**config.mk**
```make
export PLATFORM = sky130hd
export DESIGN_NAME = dsz_exec
export DESIGN_NICKNAME = d
export VERILOG_FILES = /design/src/logic/dsz_pkg.sv /design/src/logic/dsz_dec_unit.sv /design/src/logic/dsz_exec.sv
export SDC_FILE = /design/constraint.sdc
export NUM_CORES = 1
export LEC_CHECK = 0
export ABC_AREA = 1
export BUFFER_PORTS_ARGS = -buffer_cell sky130_fd_sc_hd__buf_4
export CORE_MARGIN = 1.5
export CORE_UTILIZATION = 45
export DETAILED_ROUTE_END_ITERATION = 10
export PLACE_DENSITY = 0.78
export REMOVE_ABC_BUFFERS = 1
export SLEW_MARGIN = 20
export SYNTH_ARGS = -nofsm -noshare
export SYNTH_HDL_FRONTEND = slang
export SYNTH_SLANG_ARGS = --single-unit
export TNS_END_PERCENT = 50
```
**constraint.sdc**
```tcl
create_clock -name clk_sys_in -period 2 [get_ports clk_sys_in]
set_input_delay 0.4 -clock clk_sys_in [delete_from_list [all_inputs] [get_ports clk_sys_in]]
set_output_delay 0.4 -clock clk_sys_in [all_outputs]
set_load 0.01 [all_outputs]
```
**src/logic/dsz_pkg.sv**
```systemverilog
// package for the decrement-and-skip-if-zero execution block
package dsz_pkg;

  // width of a data byte
  localparam int unsigned DATA_W = 8;
  // width of a data memory address
  localparam int unsigned ADDR_W = 8;

  // operation codes presented to the execution block
  typedef enum logic [1:0]
  {
    DSZ_OP_NONE = 2'b00,
    DSZ_OP_MEM  = 2'b01,  // dec_mem_skip_zero
    DSZ_OP_ACC  = 2'b10   // dec_to_acc_skip_zero
  } dsz_op_t;

  // execution sequencer states
  typedef enum logic [0:0]
  {
    DSZ_ST_RUN   = 1'b0,
    DSZ_ST_DUMMY = 1'b1
  } dsz_state_t;

  // request carried from decode to the execution block
  typedef struct packed
  {
    dsz_op_t             op;
    logic [ADDR_W-1:0]   addr;
    logic [DATA_W-1:0]   operand;
  } dsz_req_t;

  // memory write-back carried out of the block
  typedef struct packed
  {
    logic                we;
    logic [ADDR_W-1:0]   addr;
    logic [DATA_W-1:0]   data;
  } dsz_wr_t;

  // accumulator reset value, decrement step and zero byte
  localparam logic [DATA_W-1:0] ACC_RST    = 8'h00;
  localparam logic [DATA_W-1:0] DEC_STEP   = 8'h01;
  localparam logic [DATA_W-1:0] ZERO_BYTE  = 8'h00;
  // cycles taken with and without a skip
  localparam int unsigned CYC_SKIP   = 2;
  localparam int unsigned CYC_NOSKIP = 1;

endpackage

```
**src/logic/dsz_dec_unit.sv**
```systemverilog
// combinational 8-bit modulo decrement with zero detect
`timescale 1ns/100ps
module dsz_dec_unit
  import dsz_pkg::*;
#(
  parameter int unsigned WIDTH = DATA_W
)
(
  input  wire logic [WIDTH-1:0] value_in,    // source byte
  output logic      [WIDTH-1:0] result_out,  // source minus one
  output logic                  zero_out     // result is zero
);

  // modulo subtract, zero wraps to all ones
  always_comb
  begin
    result_out = value_in - WIDTH'(DEC_STEP);
    zero_out   = (result_out == '0);
  end

endmodule

```
**src/logic/dsz_exec.sv**
```systemverilog
// execution of the two decrement-and-skip-if-zero operations
`timescale 1ns/100ps
module dsz_exec
  import dsz_pkg::*;
(
  input  wire logic              clk_sys_in,        // instruction cycle clock
  input  wire logic              rst_in,            // synchronous reset, high
  input  wire logic              valid_in,          // request presented this cycle
  input  wire dsz_req_t          req_in,            // op, address and memory byte
  output dsz_wr_t                mem_wr_out,        // data memory write-back
  output logic [DATA_W-1:0]      accumulator_reg_out, // accumulator value
  output logic                   flush_out,         // discard the prefetched instruction
  output logic                   stall_out,         // dummy cycle in progress
  output logic                   done_out           // instruction retired
);

  // ==========================================================
  // decrement datapath
  logic [DATA_W-1:0] dec_result;
  logic              dec_zero;

  // modulo decrement of the operand
  dsz_dec_unit #(
    .WIDTH (DATA_W)
  ) u_dec (
    .value_in   (req_in.operand),
    .result_out (dec_result),
    .zero_out   (dec_zero)
  );

  // ==========================================================
  // sequencer and outputs
  dsz_state_t        state;
  dsz_state_t        next_state;
  dsz_wr_t           mem_wr;
  dsz_wr_t           next_mem_wr;
  logic [DATA_W-1:0] accumulator_reg;
  logic [DATA_W-1:0] next_accumulator_reg;
  logic              flush;
  logic              next_flush;
  logic              stall;
  logic              next_stall;
  logic              done;
  logic              next_done;
  logic              accept;

  // op codes that this block executes, all others are refused
  function automatic logic is_dsz_op(input dsz_op_t op);
    return (op == DSZ_OP_MEM) || (op == DSZ_OP_ACC);
  endfunction

  // requests are ignored during the dummy cycle
  assign accept = valid_in && (state == DSZ_ST_RUN)
                  && is_dsz_op(req_in.op);

  // next values of the sequencer and outputs
  always_comb
  begin
    next_state           = state;
    next_mem_wr          = '0;
    next_accumulator_reg = accumulator_reg;
    next_flush           = 1'b0;
    next_stall           = 1'b0;
    next_done            = 1'b0;
    unique case (state)
      DSZ_ST_RUN:
      begin
        if (accept)
        begin
          if (req_in.op == DSZ_OP_MEM)
          begin
            next_mem_wr.we   = 1'b1;
            next_mem_wr.addr = req_in.addr;
            next_mem_wr.data = dec_result;
          end
          else
          begin
            next_accumulator_reg = dec_result;
          end
          if (dec_zero)
          begin
            next_flush = 1'b1;
            next_stall = 1'b1;
            next_state = DSZ_ST_DUMMY;
          end
          else
          begin
            next_done = 1'b1;
          end
        end
      end
      DSZ_ST_DUMMY:
      begin
        next_done  = 1'b1;
        next_state = DSZ_ST_RUN;
      end
    endcase
  end

  // register the sequencer and outputs
  always_ff @(posedge clk_sys_in)
  begin
    if (rst_in)
    begin
      state           <= DSZ_ST_RUN;
      mem_wr          <= '0;
      accumulator_reg <= ACC_RST;
      flush           <= 1'b0;
      stall           <= 1'b0;
      done            <= 1'b0;
    end
    else
    begin
      state           <= next_state;
      mem_wr          <= next_mem_wr;
      accumulator_reg <= next_accumulator_reg;
      flush           <= next_flush;
      stall           <= next_stall;
      done            <= next_done;
    end
  end

  // outputs come straight from the registers
  assign mem_wr_out          = mem_wr;
  assign accumulator_reg_out = accumulator_reg;
  assign flush_out           = flush;
  assign stall_out           = stall;
  assign done_out            = done;

  // ==========================================================
  // checks
  // memory variant writes the decremented byte back to its own address
  chk_mem_writeback: assert property (@(posedge clk_sys_in) disable iff (rst_in)
    (accept && req_in.op == DSZ_OP_MEM) |=>
      (mem_wr_out.we && mem_wr_out.addr == $past(req_in.addr)
       && mem_wr_out.data == $past(req_in.operand) - DEC_STEP))
    else $error("memory write-back wrong");

  // a source of one gives zero, which flushes and stalls
  chk_zero_flush: assert property (@(posedge clk_sys_in) disable iff (rst_in)
    (accept && req_in.operand == DEC_STEP) |=> flush_out && stall_out)
    else $error("zero result did not flush");

  // a zero result takes the stall cycle and retires one cycle later
  chk_two_cycles: assert property (@(posedge clk_sys_in) disable iff (rst_in)
    (accept && dec_zero) |=> (!done_out && stall_out) ##1 (done_out && !stall_out))
    else $error("skip did not take two cycles");

  // a nonzero result retires at once with no inserted cycle
  chk_one_cycle: assert property (@(posedge clk_sys_in) disable iff (rst_in)
    (accept && !dec_zero) |=> (done_out && !flush_out && !stall_out))
    else $error("nonzero result inserted a cycle");

  // accumulator variant loads the accumulator and writes nothing back
  chk_acc_variant: assert property (@(posedge clk_sys_in) disable iff (rst_in)
    (accept && req_in.op == DSZ_OP_ACC) |=>
      (!mem_wr_out.we && accumulator_reg_out == $past(req_in.operand) - DEC_STEP))
    else $error("accumulator variant wrong");

  // a zero source wraps to all ones and does not skip
  chk_zero_wraps: assert property (@(posedge clk_sys_in) disable iff (rst_in)
    (accept && req_in.operand == ZERO_BYTE) |=> (!flush_out && done_out))
    else $error("zero source skipped");

  // memory variant leaves the accumulator alone
  chk_acc_hold: assert property (@(posedge clk_sys_in) disable iff (rst_in)
    (accept && req_in.op == DSZ_OP_MEM) |=> $stable(accumulator_reg_out))
    else $error("memory variant touched accumulator");

  // the dummy cycle is never repeated
  chk_no_double: assert property (@(posedge clk_sys_in) disable iff (rst_in)
    flush_out |=> !flush_out)
    else $error("dummy cycle repeated");

  // anything offered in the dummy cycle is dropped, so the skipped instruction has no effect
  chk_dummy_drops: assert property (@(posedge clk_sys_in) disable iff (rst_in)
    stall_out |=>
      (!mem_wr_out.we && !flush_out && !stall_out && $stable(accumulator_reg_out)))
    else $error("request taken in the dummy cycle");

  // in the run state, refused or absent requests leave every pulse output quiet
  chk_refused_quiet: assert property (@(posedge clk_sys_in) disable iff (rst_in)
    (state == DSZ_ST_RUN && !accept) |=>
      (!mem_wr_out.we && !flush_out && !stall_out && !done_out))
    else $error("refused request produced output");

  // flush and stall always come together, in the dummy cycle
  chk_flush_stall: assert property (@(posedge clk_sys_in) disable iff (rst_in)
    flush_out |->
      (stall_out && !done_out && state == DSZ_ST_DUMMY))
    else $error("flush without stall");

  // the write-back bus reads zero when no write is under way
  chk_idle_bus: assert property (@(posedge clk_sys_in) disable iff (rst_in)
    !mem_wr_out.we |->
      (mem_wr_out.addr == '0 && mem_wr_out.data == '0))
    else $error("write-back bus not idle");

  // reset clears the sequencer outputs and the accumulator
  chk_reset_clear: assert property (@(posedge clk_sys_in)
    rst_in |=>
      (mem_wr_out == '0 && !flush_out && !stall_out && !done_out && accumulator_reg_out == ACC_RST))
    else $error("reset did not clear outputs");

  // ==========================================================
  // coverage of the main scenarios
  cov_mem_skip: cover property (@(posedge clk_sys_in) disable iff (rst_in)
    accept && req_in.op == DSZ_OP_MEM && dec_zero);
  cov_acc_skip: cover property (@(posedge clk_sys_in) disable iff (rst_in)
    accept && req_in.op == DSZ_OP_ACC && dec_zero);
  cov_no_skip: cover property (@(posedge clk_sys_in) disable iff (rst_in)
    accept && !dec_zero);
  cov_wrap: cover property (@(posedge clk_sys_in) disable iff (rst_in)
    accept && req_in.operand == ZERO_BYTE);
  cov_dummy_request: cover property (@(posedge clk_sys_in) disable iff (rst_in)
    stall_out && valid_in);

endmodule

```
==> metrics.md <==
| Metric | Value |
|---|---|
| Port bufs | 48 |
| DR pass1 iterations | 4 |
| Crit start category | input port |
| Clock Skew | 0.00810 ns |
| Post-synthesis cell area | 1110 sq um |
| Wirelength per Cell | 10.8 microns |
| Commonest non-fill, non-tap cells in the layout | 48 x buf_4, 27 x dfxtp_1, 22 x inv_1 |
| GRT Total Usage | 0.175 |
| Via/cell ratio | 4.62 |
| Hold Fails Final Rpt | 0 |
| Max Cap Viol | 0 |
| Detailed placer's ending HPWL | 1.79 mm |
| HP Class | input port to flip-flop |
| Final period utilization | 0.728 |
| Core Region | 2280 sq um |
| First-pass GRT wire length | 3.64 mm |
| Ant diodes | 0 |
| # DRC | 0 |
| Fin Setup TNS | 0 ns |
| Status | finished clean |
| Initial DRC count | 7 |
| FMAX | 687 MHz |
| Initial core utilization | 0.488 |
| Register area share after synthesis | 0.487 |
| Detail Route Antenna Nets | 0 |
| Clock transition at path regs | 0.14 ns |
| Syn. warnings | 0 |
| Leak | 0.000767 uW |
| Share of layout cells above drive strength 1 | 0.411 |
| Crit end category | flip-flop |
| Minimum clock period | 1.46 ns |
| WP data arrival | 1.68 ns |
| GP Congestion | 0.747 |
| Root Buffer | clkbuf_4 |
| Final slew viol count | 0 |
| Rel. slew slack | 0.740 |
| TritonCTS Buffers | 3 |
| Fillers | 199 |
| CTS Buffer Depth | 2 |
| # Post-CTS Setup Buffers | 0 |
| Worst EP required | 2.22 ns |
| Via count | 960 |
| Hold slack | 0.266 ns |
| Final WL | 2.25 mm |
| CP Max Fanout | 5 |
| Clock sinks | 27 |
| Synth Instances | 131 |
| Vias in the first global route | 878 |
| Worst slew pin tran | 0.389 ns |
| Row cnt | 17 |
| Yosys reg bits | 27 |
| RSZ-0062 raised after global routing | no |
| Most common cell after layout, fill and taps aside | buf_4 |
| VDD IR-drop max | 0.000377 V |
| Die area | 2770 sq um |
| CTS tree | built |
| Die width | 52.7 microns |
| Gr ovfl total | 0 |
| CP Class | input port to flip-flop |
| Worst skew pair latency | 0.31 ns |
| H-Tree Depth | 1 |
| Pin count of the biggest net entering global routing | 17 |
| Io pins | 49 |
| NumNets Final | 205 |
| Avg Inst Size Synth | 8.47 sq um |
| Cell variety after synth | 22 |
| Area grow syn2layout | 35.3% |
| Initial antenna violation count | 0 |
| Final setup violation count | 0 |
| PwrDens | 630 nW/um^2 |
| Post-cts sizing count | 0 |
| CTS Hold Buffers Added | 0 |
| Chip height | 52.7 microns |
[registers in the layout, indices dropped and copies added, names as in the netlist]
signal,cells
accumulator_reg_out,8
done_out,1
mem_wr_out,17
state,1
[area by class of cell]
type,count,area (sq um),share of cell area
tap,28,35.0,0.0233
multi-input combinational,76,445,0.297
clock buffer,4,26.3,0.0175
sequential,27,541,0.360
inverter,25,93.8,0.0625
timing repair buffer,48,360,0.240
[report_power, final]
part | internal, uW | switching (uW)
Clock | 77.7 | 146
Sequential | 556 | 8.22
Combinational | 74.2 | 83.4
Total | 708 | 238
[synth_stat cells (all sizes together)]
| cell | n | area, sq um |
|---|---|---|
| buf | 3 | 30.0 |
| nor2 | 29 | 151 |
| nand2 | 14 | 57.6 |
| nand3 | 6 | 35.0 |
| o21ai | 7 | 35.0 |
| a21oi | 8 | 40.0 |
| nand3b | 1 | 7.51 |
| nor3 | 4 | 52.6 |
| xnor2 | 1 | 8.76 |
| and2 | 1 | 6.26 |
| dfxtp | 27 | 541 |
| nand4 | 1 | 6.26 |
| ha | 3 | 37.5 |
| o211ai | 1 | 7.51 |
| inv | 25 | 93.8 |
[critical path, stage by stage]
cell,delay (ns)
buf_4,0.10
inv_1,0.10
ha_1,0.28
xnor2_1,0.31
nand3_1,0.12
nor2_1,0.14
nand3_2,0.11
nand2_1,0.07
a21oi_1,0.05
[metal layers]
| layer | wire length [microns] | vias to the layer above | global-route usage | part of all wire |
|---|---|---|---|---|
| met4 | 13 | 0 | 0.0513 | 0.0058 |
| met3 | 117 | 2 | 0.0257 | 0.052 |
| met5 | 0 | - | 0 | 0 |
| met2 | 1130 | 33 | 0.333 | 0.50 |
| li1 | - | 497 | - | - |
| met1 | 985 | 428 | 0.196 | 0.44 |
[stage by stage]
stage               utilization  cell area [sq um]  setup slack (ns)  std cells  total power (uW)
floorplan                     -               1080             0.527        128               654
global placement          0.648               1480             0.248        204               729
detailed placement        0.648               1480             0.206        204               734
CTS                       0.660               1500             0.552        208               958
global route              0.660               1500             0.414        208               993
finish                    0.660               1500             0.544        208               946
[logic make-up (layout without fill, tap and decap cells)]
family                   count (synthesis)  count (layout)  synth area share
XOR/XNOR                                 1               1           0.00789
flip-flops                              27              27             0.487
adder cells (fa/ha/maj)                  3               3            0.0338
buffers and inverters                   28              77             0.112
AO/OA/AOI/OAI                           16              16            0.0744
AND/OR/NAND/NOR                         56              56             0.285
[worst paths after layout]
kind         startpoint                     end  slack [ns]  cells past startpoint
max           req_in[0]                done_out        0.54                      9
max reg2reg       state  accumulator_reg_out[6]        0.75                      7
min           req_in[0]           mem_wr_out[0]        0.27                      2
min reg2reg       state                done_out        0.54                      2
Power figures use the tool's default switching activity.
